## src/logic/fop_pkg.sv

```systemverilog
// Constants for the flash option, power and status register bank.
// Assumes a 16-bit register port on the system clock, word addresses.
package fop_pkg;

  // ==========================================================================
  // Register word addresses
  localparam logic [15:0] FOP_ADDR_OPTION = 16'h0A80;
  localparam logic [15:0] FOP_ADDR_POWER  = 16'h0A82;
  localparam logic [15:0] FOP_ADDR_STATE  = 16'h0A83;

  // ==========================================================================
  // Field positions
  localparam int FOP_BIT_PIPE_EN      = 0;
  localparam int FOP_BIT_FAULT        = 8;
  localparam int FOP_BIT_ACTIVE_WAIT  = 3;
  localparam int FOP_BIT_STDBY_WAIT   = 2;
  localparam int FOP_POWER_MSB        = 1;
  localparam int FOP_POWER_LSB        = 0;

  // ==========================================================================
  // Power mode encodings, ordered by rising power
  localparam logic [1:0] FOP_MODE_SLEEP    = 2'h0;
  localparam logic [1:0] FOP_MODE_STANDBY  = 2'h1;
  localparam logic [1:0] FOP_MODE_RESERVED = 2'h2;
  localparam logic [1:0] FOP_MODE_ACTIVE   = 2'h3;

  // ==========================================================================
  // Reset values
  localparam logic       FOP_RST_PIPE_EN = 1'h0;
  localparam logic [1:0] FOP_RST_POWER   = 2'h0;
  localparam logic [1:0] FOP_RST_CURRENT = 2'h0;
  localparam logic       FOP_RST_FAULT   = 1'h0;
  localparam logic [15:0] FOP_RST_RDATA  = 16'h0000;

  // ==========================================================================
  // Transition timing: wait counter width in bits, then waits in system clock cycles
  localparam int FOP_WAIT_W           = 9;
  localparam int FOP_STDBY_WAIT_CYC   = 511;
  localparam int FOP_ACTIVE_WAIT_CYC  = 511;

  typedef enum logic [1:0] {
    FOP_IDLE,
    FOP_WAIT_STDBY,
    FOP_WAIT_ACTIVE
  } fop_state_t;

endpackage

```

## src/logic/fop_flash_option_power_regs.sv

```systemverilog
// Flash option, power request and status registers with power-up sequencing.
// Assumes a CPU register port on the same clock and a supply-fault pin from
// the charge pump that is asynchronous to it.
module fop_flash_option_power_regs
  import fop_pkg::*;
#(
  parameter int STDBY_WAIT  = FOP_STDBY_WAIT_CYC,
  parameter int ACTIVE_WAIT = FOP_ACTIVE_WAIT_CYC
) (
  input  wire logic        clock,
  input  wire logic        srst,
  input  wire logic [15:0] regAddr,
  input  wire logic        regWrEn,
  input  wire logic        regRdEn,
  input  wire logic [15:0] regWrData,
  output logic      [15:0] regRdData,
  input  wire logic        protectedWriteUnlock,
  input  wire logic        securityLocked,
  input  wire logic        supplyFaultPin,
  input  wire logic        fetchReq,
  input  wire logic        fetchInArray,
  output logic             fetchStall,
  output logic             prefetchActive,
  output logic             prefetchPipelineEnable,
  output logic      [1:0]  powerModeCurrent
);

  // ==========================================================================
  // Register state
  logic             prefetchEnable;
  logic [1:0]       powerModeRequest;
  logic [1:0]       currentMode;
  logic             supplyFaultSticky;
  logic             faultMeta;
  logic             faultSync;
  fop_state_t       state;
  fop_state_t       next_state;
  logic [FOP_WAIT_W-1:0] waitCount;

  localparam logic [FOP_WAIT_W-1:0] STDBY_LOAD  = FOP_WAIT_W'(STDBY_WAIT - 1);
  localparam logic [FOP_WAIT_W-1:0] ACTIVE_LOAD = FOP_WAIT_W'(ACTIVE_WAIT - 1);

  // ==========================================================================
  // Access decode
  wire accessOk    = ~securityLocked;
  wire writeOk     = regWrEn & protectedWriteUnlock & accessOk;
  wire hitOption   = (regAddr == FOP_ADDR_OPTION);
  wire hitPower    = (regAddr == FOP_ADDR_POWER);
  wire hitState    = (regAddr == FOP_ADDR_STATE);
  wire wrOption    = writeOk & hitOption;
  wire wrPower     = writeOk & hitPower
                   & (regWrData[FOP_POWER_MSB:FOP_POWER_LSB] != FOP_MODE_RESERVED);
  wire clearFault  = writeOk & hitState & regWrData[FOP_BIT_FAULT];

  wire sleepToStandbyCounting    = (state == FOP_WAIT_STDBY);
  wire standbyToActiveCounting   = (state == FOP_WAIT_ACTIVE);

  wire [15:0] optionView = {15'h0000, prefetchEnable};
  wire [15:0] powerView  = {14'h0000, powerModeRequest};
  wire [15:0] stateView  = {7'h00, supplyFaultSticky, 4'h0,
                            standbyToActiveCounting, sleepToStandbyCounting,
                            currentMode};
  wire [15:0] readMux    = hitOption ? optionView :
                           hitPower  ? powerView  :
                           hitState  ? stateView  : 16'h0000;

  // ==========================================================================
  // Power sequencing
  // An array fetch while not active wakes the array; drops take effect at once
  // but the next fetch then pays the wake delay from the lower mode, on ROM parts too.
  wire arrayFetch  = fetchReq & fetchInArray;
  wire wakeNeeded  = arrayFetch & (currentMode != FOP_MODE_ACTIVE);
  wire [1:0] goalMode = wakeNeeded ? FOP_MODE_ACTIVE : powerModeRequest;
  wire goUp        = (goalMode > currentMode);
  wire goDown      = (goalMode < currentMode);
  wire countDone   = (waitCount == {FOP_WAIT_W{1'b0}});
  wire wakeFinish  = standbyToActiveCounting & countDone;

  always_comb begin
    next_state = state;
    case (state)
      FOP_IDLE: begin
        if (goUp && currentMode == FOP_MODE_SLEEP) begin
          next_state = FOP_WAIT_STDBY;
        end else if (goUp) begin
          next_state = FOP_WAIT_ACTIVE;
        end
      end
      FOP_WAIT_STDBY: begin
        if (countDone) begin
          next_state = FOP_IDLE;
        end
      end
      FOP_WAIT_ACTIVE: begin
        if (countDone) begin
          next_state = FOP_IDLE;
        end
      end
      default: next_state = FOP_IDLE;
    endcase
  end

  always_ff @(posedge clock) begin
    if (srst) begin
      state <= FOP_IDLE;
    end else begin
      state <= next_state;
    end
  end

  // Counter loads on entry so the wait state lasts exactly the count
  always_ff @(posedge clock) begin
    if (srst) begin
      waitCount <= {FOP_WAIT_W{1'b0}};
    end else if (state == FOP_IDLE && next_state == FOP_WAIT_STDBY) begin
      waitCount <= STDBY_LOAD;
    end else if (state == FOP_IDLE && next_state == FOP_WAIT_ACTIVE) begin
      waitCount <= ACTIVE_LOAD;
    end else if (!countDone) begin
      waitCount <= waitCount - 1'b1;
    end
  end

  always_ff @(posedge clock) begin
    if (srst) begin
      currentMode <= FOP_RST_CURRENT;
    end else if (sleepToStandbyCounting && countDone) begin
      currentMode <= FOP_MODE_STANDBY;
    end else if (wakeFinish) begin
      currentMode <= FOP_MODE_ACTIVE;
    end else if (state == FOP_IDLE && goDown) begin
      currentMode <= goalMode;
    end
  end

  // ==========================================================================
  // Software registers
  always_ff @(posedge clock) begin
    if (srst) begin
      prefetchEnable <= FOP_RST_PIPE_EN;
    end else if (wrOption) begin
      prefetchEnable <= regWrData[FOP_BIT_PIPE_EN];
    end
  end

  // A completed wake leaves the array active so it does not drop straight back
  always_ff @(posedge clock) begin
    if (srst) begin
      powerModeRequest <= FOP_RST_POWER;
    end else if (wakeFinish) begin
      powerModeRequest <= FOP_MODE_ACTIVE;
    end else if (wrPower) begin
      powerModeRequest <= regWrData[FOP_POWER_MSB:FOP_POWER_LSB];
    end
  end

  // ==========================================================================
  // Supply fault capture
  always_ff @(posedge clock) begin
    if (srst) begin
      faultMeta <= 1'b0;
      faultSync <= 1'b0;
    end else begin
      faultMeta <= supplyFaultPin;
      faultSync <= faultMeta;
    end
  end

  // Set wins over a clear arriving in the same cycle
  always_ff @(posedge clock) begin
    if (srst) begin
      supplyFaultSticky <= FOP_RST_FAULT;
    end else if (faultSync) begin
      supplyFaultSticky <= 1'b1;
    end else if (clearFault) begin
      supplyFaultSticky <= 1'b0;
    end
  end

  // ==========================================================================
  // Read port, one cycle latency; locked reads return zero
  always_ff @(posedge clock) begin
    if (srst) begin
      regRdData <= FOP_RST_RDATA;
    end else if (regRdEn) begin
      regRdData <= accessOk ? readMux : 16'h0000;
    end
  end

  // ==========================================================================
  // Outputs
  assign prefetchPipelineEnable = prefetchEnable;
  assign prefetchActive         = prefetchEnable & fetchInArray;
  assign fetchStall             = wakeNeeded;
  assign powerModeCurrent       = currentMode;

  // ==========================================================================
  // Checks
  logic [10:0] stdbyCycles;
  always_ff @(posedge clock) begin
    if (srst || !sleepToStandbyCounting) begin
      stdbyCycles <= 11'h000;
    end else begin
      stdbyCycles <= stdbyCycles + 11'h001;
    end
  end
endmodule

```

## config.mk

```make
export PLATFORM = sky130hd
export DESIGN_NAME = fop_flash_option_power_regs
export DESIGN_NICKNAME = d
export VERILOG_FILES = /design/src/logic/fop_pkg.sv /design/src/logic/fop_flash_option_power_regs.sv
export SDC_FILE = /design/constraint.sdc
export NUM_CORES = 1
export LEC_CHECK = 0
export BUFFER_PORTS_ARGS = -buffer_cell sky130_fd_sc_hd__buf_2
export CORE_MARGIN = 2
export CORE_UTILIZATION = 47
export CTS_BUF_LIST = sky130_fd_sc_hd__clkbuf_4
export DETAILED_ROUTE_END_ITERATION = 10
export GPL_TIMING_DRIVEN = 0
export MAX_ROUTING_LAYER = met4
export PLACE_DENSITY = 0.76
export SLEW_MARGIN = 40
export SYNTH_ARGS = -nofsm -noshare
export SYNTH_HDL_FRONTEND = slang
export SYNTH_SLANG_ARGS = --single-unit
```

## constraint.sdc

```tcl
create_clock -name clock -period 6.4 [get_ports clock]
set_input_delay 0.64 -clock clock [delete_from_list [all_inputs] [get_ports clock]]
set_output_delay 0.64 -clock clock [all_outputs]
set_load 0.02 [all_outputs]
```

==> results of run 1 <==
==> final timing paths <==
check / startpoint / to / slack (ns) / cells after the start
max: powerModeCurrent[1] / waitCount[3] / 3.73 / 7
min: faultMeta / faultSync / 0.45 / 1
max reg2reg: powerModeCurrent[1] / waitCount[3] / 3.73 / 7
min reg2reg: faultMeta / faultSync / 0.45 / 1
==> sequential cells by signal, summed over array words and instances, names as in the netlist <==
name                    flops
state                       2
regRdData                   5
powerModeRequest            2
prefetchPipelineEnable      1
supplyFaultSticky           1
faultMeta                   1
powerModeCurrent            2
faultSync                   1
waitCount                   9
==> cell families (layout without fill, tap and decap cells) <==
group / count (synthesis) / count (layout)
AO/OA/AOI/OAI: 35 / 35
adder cells (fa/ha/maj): 8 / 8
XOR/XNOR: 2 / 2
AND/OR/NAND/NOR: 65 / 65
flip-flops: 24 / 24
buffers and inverters: 24 / 63
other: 1 / 11
multiplexers: 7 / 7
==> metal layers <==
| layer | part of all wire | up-vias |
|---|---|---|
| met5 | 0 | - |
| met3 | 0.042 | 6 |
| met4 | 0.013 | 0 |
| met2 | 0.49 | 36 |
| li1 | - | 673 |
| met1 | 0.46 | 620 |
==> worst reg2reg max path, delay by kind of cell, from the launching register on <==
kind,cells,cell delay [ns]
fa+ha+maj,1,0.30
simple gates,2,0.47
compound gates,4,1.30
flops,1,0.47
==> placed cells by master, fill, tap and decap left out, types with 2 or more instances in the layout <==
master and count:
buf_2 36, o21ai_0 5, nand3b_1 2, a211oi_1 2, ha_1 8, nand4_1 2
nand2b_1 8, nor2_1 9, dfxtp_1 24, or3_1 2, nor2b_1 3, clkbuf_1 5
a21oi_1 13, mux2i_1 5, a31oi_1 6, clkbuf_4 3, nand2_1 13, buf_4 11
and3_1 2, conb_1 11, xnor2_1 2, mux2_2 2, nand3_1 7, inv_1 7
or4_4 2, nor3_1 3
==> power by group <==
group | total, mW | leakage [nW] | internal [mW] | switching, mW
registers | 0.231 | 0.197 | 0.185 | 0.0459
logic | 0.270 | 0.571 | 0.121 | 0.149
clock network | 0.109 | 0.0279 | 0.0633 | 0.0459
total | 0.611 | 0.796 | 0.370 | 0.241
==> through the flow <==
| stage | power, mW | setup WS [ns] | std cells | instance area, sq um | utilization |
|---|---|---|---|---|---|
| finish | 0.611 | 3.73 | 246 | 1720 | 0.613 |
| global placement | 0.480 | 3.62 | 242 | 1670 | 0.594 |
| detailed placement | 0.499 | 3.50 | 242 | 1670 | 0.594 |
| CTS | 0.608 | 3.75 | 246 | 1720 | 0.613 |
| global route | 0.652 | 3.52 | 246 | 1720 | 0.613 |
| floorplan | 0.434 | 3.77 | 176 | 1450 | - |
==> cells in the mapped netlist, types with 2 or more instances <==
cell type,count
a211oi_1,2
a21oi_1,13
a31oi_1,6
and3_1,2
buf_4,11
clkbuf_1,5
dfxtp_1,24
ha_1,8
inv_1,7
mux2_2,2
mux2i_1,5
nand2_1,13
nand2b_1,8
nand3_1,7
nand3b_1,2
nand4_1,2
nor2_1,9
nor2b_1,3
nor3_1,3
o21ai_0,5
or3_1,2
or4_4,2
xnor2_1,2
==> cell type report <==
class | instances | area share
Buffer | 17 | 0.0619
Clock buffer | 3 | 0.0131
Clock inverter | 1 | 0.0175
Inverter | 7 | 0.0153
Multi-Input combinational cell | 128 | 0.488
Sequential cell | 24 | 0.279
Tap cell | 31 | 0.0226
Timing Repair Buffer | 35 | 0.102
==> results.yml, run 1 <==
status:
  status: "complete, but fails checks"
  failed_checks: "design-rule violations"
synth:
  syn_area_sq_um: 1420
  yosysTopAreaCell: "dfxtp_1"
  synth-edff-count: 0
  synth_xor_area_frac: 0.0124
  synth-seq-area-share: 0.340
  synthFlopType: "dfxtp_1"
  synth.distinct_cells: 46
  synth_top_family_by_area: "simple AND/OR/NAND/NOR gates"
  synth-adder-area-share: 0.0707
  synth_area_leaders: "dfxtp_1 (34%), ha_1 (7.1%), buf_4 (5.8%)"
  synthMuxAreaShare: 0.0513
  synth-compound-area-share: 0.160
  synth_cells: 166
  syn_area_per_cell_sq_um: 8.52
  yosysWarnings: 0
  synth_top_area_share: 0.340
  async_reset_ff_frac: 0
  ys_ff_latch: 24
  synth-simple-area-share: 0.270
place:
  hpwl_microns: 2460
  place.gp.congestion: 0.860
  io_buffers: 35
global_route:
  met2_usage: 0.335
  gr-total-overflow: 0
  grt_antenna_before_repair: 0
  grt_use_met3: 0.0308
  grt_pass1_vias: 1232
  grtUsageTotal: 0.195
  globalRouteMet1Util: 0.232
  busiest_layer: "met2"
  grt_pass1_wl_microns: 5200
  grt_max_degree: 15
power:
  power_density_nw_per_um2: 355
  ir_worst_vdd_mv: 0.286
  leakage_nw: 0.796
floorplan:
  core_area_sq_um: 2810
  die_width_microns: 58.9
  dieArea_sq_um: 3470
  num_io_pins: 62
  start_util: 0.504
  num_rows: 19
  die-height_microns: 58.9
detailed_routing:
  viasPerCell: 5.43
  drtIter0Drc: 27
  ant_nets: 0
  drc: 2
  vias: 1335
  detail_route.wl_per_cell_microns: 12.5
  drt_wl_total_microns: 3080
  first_pass_iters: 7
cts:
  ctsResizeCount: 0
  cts_buffer_depth: 2
  postCtsHoldBufs: 0
  clock_sinks: 24
  cts_buffers: 3
  cts_root_buf: "clkbuf_4"
  cts_tree: "yes"
  clk_pin_slew_ns: 0.14
  htree_levels: 1
  clock_latency_ns: 0.32
  cts_setup_buffers: 0
cells_and_area:
  final_layout_size_suffix_gt1_frac: 0.274
  syn2layout_area_growth_pct: 21.5
  nFillCells: 265
  fin_nets: 265
  diodes: 0
  regArea_sq_um: 480
  multi_input_area_sq_um: 840
setup_path:
  required_ns: 6.58
  crit_family: "compound AO/OA/AOI/OAI gates"
  worstSetupEndpointType: "flop"
  worst_path_largest_cell_delay_ns: 0.72
  start_kind: "flop"
  cp_cell_sequence: "a21oi_1, or2_2, ha_1, nor2b_1, o21ai_0, o31ai_2, a31oi_1"
  critPathMaxFanout: 9
  crit_slowest_cell: "o31ai_2"
  path_buf_inv: 0
  cp.arrival_ns: 2.84
  worstSetupPathType: "reg2reg"
flow_run:
  maxCapViolations: 0
sta:
  rsz0062_at_grt: "no"
  whs_ns: 0.453
  fin_crit_ns: 2.67
  drv_slew: 0
  finalHoldViolCount: 0
  fmax_ghz: 0.375
  setup_violations: 0
  worstMarginPinSlew_ns: 0.709
  setup_tns_ns: 0
  slew_headroom: 0.524
  finalClockSkew_ns: 0.00910
  period_share: 0.417
hold_path:
  hold_class: "reg2reg"
Power figures use the tool's default switching activity.
==> inputs of run 2 (changes only) <==
--- a/config.mk
+++ b/config.mk
@@ -5,14 +5,15 @@
 export SDC_FILE = /design/constraint.sdc
 export NUM_CORES = 1
 export LEC_CHECK = 0
+export ABC_AREA = 1
 export BUFFER_PORTS_ARGS = -buffer_cell sky130_fd_sc_hd__buf_2
 export CORE_MARGIN = 2
-export CORE_UTILIZATION = 47
+export CORE_UTILIZATION = 45
 export CTS_BUF_LIST = sky130_fd_sc_hd__clkbuf_4
 export DETAILED_ROUTE_END_ITERATION = 10
 export GPL_TIMING_DRIVEN = 0
 export MAX_ROUTING_LAYER = met4
-export PLACE_DENSITY = 0.76
+export PLACE_DENSITY = 0.75
 export SLEW_MARGIN = 40
 export SYNTH_ARGS = -nofsm -noshare
 export SYNTH_HDL_FRONTEND = slang
==> constraint.sdc (replaced) <==
create_clock -name clock -period 2.25 [get_ports clock]
set_input_delay 0.225 -clock clock [delete_from_list [all_inputs] [get_ports clock]]
set_output_delay 0.225 -clock clock [all_outputs]
set_load 0.02 [all_outputs]
==> results.yml, run 2 <==
cells_and_area:
  final_layout_size_suffix_gt1_frac: 0.283
  utilization: 0.572
  largest_reg_flops: 9
  reg.largest.list: "waitCount: 9 flops, regRdData: 5 flops"
  fin_nets: 329
  syn2layout_area_growth_pct: 20.9
  layout_commonest_cell: "nand2_1"
  multi_input_area_sq_um: 908
  diodes: 0
  final_cell_mix: "nand2_1 (40), inv_1 (37), buf_2 (37)"
  nFillCells: 355
  top_register: "waitCount"
  regArea_sq_um: 480
sta:
  fmax_ghz: 0.506
  rsz0062_at_grt: "no"
  whs_ns: 0.0960
  setup_violations: 0
  finalHoldViolCount: 0
  period_share: 0.878
  drv_slew: 0
  slew_headroom: 0.596
  finalClockSkew_ns: 0.00302
  setup_tns_ns: 0
  fin_crit_ns: 1.98
  worstMarginPinSlew_ns: 0.606
global_route:
  grt_pass1_vias: 1384
  grt_pass1_wl_microns: 5530
  grt_max_degree: 15
  grt_antenna_before_repair: 0
  grtUsageTotal: 0.170
  gr-total-overflow: 0
cts:
  cts_tree: "yes"
  cts_buffer_depth: 2
  cts_buffers: 3
  cts_root_buf: "clkbuf_4"
  htree_levels: 1
  cts_setup_buffers: 0
  clk_pin_slew_ns: 0.13
  clock_sinks: 24
  ctsResizeCount: 0
  clock_latency_ns: 0.31
  postCtsHoldBufs: 0
synth:
  synth_cells: 228
  syn_area_per_cell_sq_um: 6.98
  synth_area_leaders: "dfxtp_1 (30%), nand2_1 (9.4%), inv_1 (8.7%)"
  synth.distinct_cells: 28
  yosysMostFrequentCell: "nand2_1"
  yosysWarnings: 0
  synth-edff-count: 0
  ys_ff_latch: 24
  synth_common_cells: "nand2_1 (40), inv_1 (37), dfxtp_1 (24)"
  synth-seq-area-share: 0.302
  synth_top_area_share: 0.302
  yosysTopAreaCell: "dfxtp_1"
  synthFlopType: "dfxtp_1"
  async_reset_ff_frac: 0
  syn_area_sq_um: 1590
detailed_routing:
  drtIter0Drc: 55
  ant_nets: 0
  drc: 0
  detail_route.wl_per_cell_microns: 9.48
  vias: 1479
  viasPerCell: 4.55
  first_pass_iters: 4
  drt_wl_total_microns: 3080
setup_path:
  rr_startpoint: "powerModeCurrent[0]"
  required_ns: 2.50
  worstSetupEndpointType: "flop"
  rr_endpoint: "waitCount[8]"
  regToRegSetupSlack_ns: 0.27
  critPathMaxFanout: 9
  worstSetupPathType: "reg2reg"
  cp.arrival_ns: 2.23
  start_kind: "flop"
  ff2ff_path_depth: 14
floorplan:
  num_io_pins: 62
  die_width_microns: 63.5
  core_area_sq_um: 3360
  start_util: 0.473
  die-height_microns: 63.5
  dieArea_sq_um: 4030
  num_rows: 21
power:
  p_total_mw: 2.09
  ir_worst_vdd_mv: 0.658
  power_density_nw_per_um2: 1090
  leakage_nw: 1.02
place:
  hpwl_microns: 2470
  place.gp.congestion: 0.861
  io_buffers: 37
status:
  status: "completed"
hold_path:
  hold_start: "supplyFaultPin"
  hold_depth: 3
  hold_class: "in2reg"
  hold_path_end: "faultMeta"
flow_run:
  maxCapViolations: 0
run 2: changes by cell type after synthesis, moves of 4 or more:
cell,change
a31oi_1,-5
inv_1,+30
mux2i_1,-5
a21oi_1,-5
nand3_1,+16
nor2_1,+8
nor2_2,+5
nand2b_1,-8
xor2_1,+4
nand4_1,+6
a21oi_2,+9
nand2_1,+27
run 2: kinds of logic after synthesis:
logic type | count (synthesis) | share of synthesized area
AOI/OAI and AO/OA | 28 | 0.116
xor gates and xnor gates | 4 | 0.0220
adders and majority gates | 8 | 0.0629
buffers and inverters | 53 | 0.151
DFF | 24 | 0.302
other | 1 | 0.00236
and+or+nand+nor | 110 | 0.344
run 2: layout make-up:
cell class,instances,area share
multi-input combinational,161,0.472
sequential,24,0.250
timing repair buffer,37,0.0962
inverter,40,0.0780
buffer,13,0.0468
tap,46,0.0299
clock inverter,1,0.0156
clock buffer,3,0.0117
run 2: worst max path at each step:
stage          slack, ns  depth (start not counted)           end           startpoint
6_report            0.27                         14  waitCount[8]  powerModeCurrent[0]
5_1_grt             0.05                         13  waitCount[8]  powerModeCurrent[0]
4_1_cts             0.23                         14  waitCount[8]  powerModeCurrent[0]
3_5_place_dp        0.26                         15  waitCount[0]  powerModeCurrent[0]
3_3_place_gp        0.28                         15  waitCount[0]  powerModeCurrent[0]
2_1_floorplan       0.37                         15  waitCount[0]  powerModeCurrent[0]
run 2: metrics by stage:
stage	setup slack [ns]	cell area, sq um	instances
after floorplan	0.369	1630	238
after CTS	0.229	1920	325
after global placement	0.284	1870	321
after global routing	0.0543	1920	325
final	0.275	1920	325
after detailed placement	0.256	1870	321
run 2: worst max-delay path, cell delays in order, from the launching register on:
cell and delay [ns]:
dfxtp_1 0.45, nand2_1 0.08, nand3_1 0.11, nand2_1 0.09, ha_1 0.30, nand2_1 0.06, nand2_1 0.09, nand2_1 0.07
nand2_1 0.06, nand3_1 0.07, nand2_2 0.08, inv_1 0.06, nand2_2 0.08, nand3_4 0.16, a21oi_2 0.16
run 2: where the power goes:
part,leakage (nW),switching (mW),total [mW],internal (mW)
Clock,0.0279,0.130,0.310,0.180
Combinational,0.793,0.715,1.15,0.434
Sequential,0.197,0.0963,0.630,0.534
run 2: layer usage:
metal,share of wire,vias up,wire (microns),global-route usage
met3,0.068,2,210,0.0304
met4,0.0055,0,17,0.0408
li1,-,807,-,-
met1,0.47,631,1450,0.202
met5,0,-,0,-
met2,0.46,39,1400,0.297
==> inputs of run 3 (changes only) <==
--- a/config.mk
+++ b/config.mk
@@ -7,14 +7,17 @@
 export LEC_CHECK = 0
 export ABC_AREA = 1
 export BUFFER_PORTS_ARGS = -buffer_cell sky130_fd_sc_hd__buf_2
+export CELL_PAD_IN_SITES_DETAIL_PLACEMENT = 0
+export CELL_PAD_IN_SITES_GLOBAL_PLACEMENT = 1
 export CORE_MARGIN = 2
-export CORE_UTILIZATION = 45
+export CORE_UTILIZATION = 31
 export CTS_BUF_LIST = sky130_fd_sc_hd__clkbuf_4
 export DETAILED_ROUTE_END_ITERATION = 10
 export GPL_TIMING_DRIVEN = 0
 export MAX_ROUTING_LAYER = met4
 export PLACE_DENSITY = 0.75
-export SLEW_MARGIN = 40
+export SETUP_SLACK_MARGIN = 0.4
+export SLEW_MARGIN = 10
 export SYNTH_ARGS = -nofsm -noshare
 export SYNTH_HDL_FRONTEND = slang
 export SYNTH_SLANG_ARGS = --single-unit
==> results.yml, run 3 (synthesis gave the netlist of run 2 again) <==
setup_path:
  worstSetupEndpointType: "flop"
  worstSetupPathType: "reg2reg"
  cp.arrival_ns: 1.99
  worst_path_largest_cell_delay_ns: 0.38
  ff2ff_path_depth: 13
  rr_endpoint: "waitCount[3]"
  regToRegSetupSlack_ns: 0.46
  crit_start: "powerModeCurrent[0]"
  rr_startpoint: "powerModeCurrent[0]"
  cp_cell_sequence: "nand2_4, nand3_4, nand2_4, ha_4, nand2_2, nand2_2, nand2_2, nand2_2, nand2_2, a21oi_2, nand2_4, nand3_4, a21oi_2"
  start_kind: "flop"
  crit_top_cell: "nand2_2"
  crit_slowest_cell: "dfxtp_4"
  crit_end: "waitCount[3]"
  required_ns: 2.45
  critPathMaxFanout: 5
hold_path:
  hold_class: "in2reg"
sta:
  finalClockSkew_ns: 0.00753
  worstMarginPinSlew_ns: 0.604
  rsz0062_at_grt: "yes"
  period_share: 0.797
  drv_slew: 0
  slew_headroom: 0.597
  finalHoldViolCount: 0
  setup_violations: 0
  fin_crit_ns: 1.79
  setup_tns_ns: 0
  fmax_ghz: 0.558
  fin_ws_ns: 0.457
cts:
  clock_latency_ns: 0.32
  clk_pin_slew_ns: 0.14
  clock_sinks: 24
  postCtsHoldBufs: 0
  cts_buffer_depth: 2
  cts_buffers: 3
  cts_tree: "yes"
  htree_levels: 1
  cts_root_buf: "clkbuf_4"
floorplan:
  num_rows: 26
  dieArea_sq_um: 5720
  num_io_pins: 62
  die_width_microns: 75.7
  core_area_sq_um: 5040
  start_util: 0.316
  die-height_microns: 75.7
cells_and_area:
  largest_reg_flops: 9
  diodes: 0
  reg.largest.list: "waitCount: 9 flops, regRdData: 5 flops"
  syn2layout_area_growth_pct: 30.4
  top_register: "waitCount"
  final_layout_size_suffix_gt1_frac: 0.368
  final_cell_mix: "buf_2 (37), inv_1 (33), nand2_1 (30)"
  fin_nets: 335
  finalInstanceArea_sq_um: 2080
  layout_commonest_cell: "buf_2"
  nFillCells: 536
place:
  hpwl_microns: 2630
  io_buffers: 37
  preCtsSetupSlack_ns: 0.312
  dpl-instance-area_sq_um: 1900
  place.gp.congestion: 0.758
power:
  leakage_nw: 1.06
  power_density_nw_per_um2: 1090
  p_total_mw: 2.27
  ir_worst_vdd_mv: 0.637
global_route:
  grt_pass1_wl_microns: 5680
  grt_max_degree: 14
  grt_antenna_before_repair: 0
  gr-total-overflow: 0
  grtUsageTotal: 0.129
  grt_pass1_vias: 1366
status:
  status: "completed"
detailed_routing:
  viasPerCell: 4.37
  detail_route.wl_per_cell_microns: 9.91
  ant_nets: 0
  drt_wl_total_microns: 3520
  first_pass_iters: 5
  vias: 1550
  drtIter0Drc: 57
  drc: 0
flow_run:
  maxCapViolations: 0
-- run 3: report_power, final --
part / switching, mW / internal (mW)
clock network: 0.134 / 0.0650
logic: 0.850 / 0.585
registers: 0.0939 / 0.539
total: 1.08 / 1.19
-- run 3: through the flow --
| stage | utilization | instances | hold WS (ns) |
|---|---|---|---|
| finish | 0.412 | 355 | 0.0952 |
| CTS | 0.391 | 352 | 0.0741 |
| global route | 0.412 | 355 | 0.0851 |
| global placement | 0.377 | 345 | 0.393 |
| detailed placement | 0.377 | 345 | 0.396 |
| floorplan | - | 238 | 0.332 |
-- run 3: layout make-up --
| type | count | area [sq um] | share of cell area |
|---|---|---|---|
| multi-input cells | 162 | 1010 | 0.488 |
| flip-flops and latches | 24 | 485 | 0.234 |
| repair buffers | 42 | 223 | 0.107 |
| inverters | 40 | 150 | 0.0723 |
| plain buffers | 13 | 90.1 | 0.0434 |
| well taps | 70 | 87.6 | 0.0422 |
| clock buffers | 3 | 22.5 | 0.0108 |
| clock inverters | 1 | 3.75 | 0.00181 |
-- run 3: how the worst min path moves through the flow --
stage	start	to	slack, ns	cells after the start
after floorplan	supplyFaultPin	faultMeta	0.33	2
after global placement	faultMeta	faultSync	0.39	2
after detailed placement	faultMeta	faultSync	0.40	2
after CTS	supplyFaultPin	faultMeta	0.07	3
after global routing	supplyFaultPin	faultMeta	0.09	3
final	supplyFaultPin	faultMeta	0.1	3
-- run 3: worst max-delay path, delay by kind of cell, from the launching register on --
kind | cells | cell delay, ns
AND/OR/NAND/NOR | 10 | 0.76
adder cells (fa/ha/maj) | 1 | 0.27
AO/OA/AOI/OAI | 2 | 0.26
flip-flops | 1 | 0.38
-- run 3: metal layers --
metal	up-vias	GRT usage	routed length (microns)	part of all wire
met4	0	0.00585	0	0
met5	-	-	0	0
met1	676	0.158	1720	0.49
li1	830	-	-	-
met3	0	0.0331	208	0.059
met2	44	0.227	1590	0.45
-- run 3: what timing repair did --
| action | 4_1_cts | 5_1_grt |
|---|---|---|
| gates cloned | 1 | 0 |
| setup endpoints to repair | 9 | 9 |
| hold endpoints to repair | 0 | 0 |
| setup buffers | 2 | 3 |
| gates resized for setup | 4 | 22 |
| pin swaps | 1 | 14 |
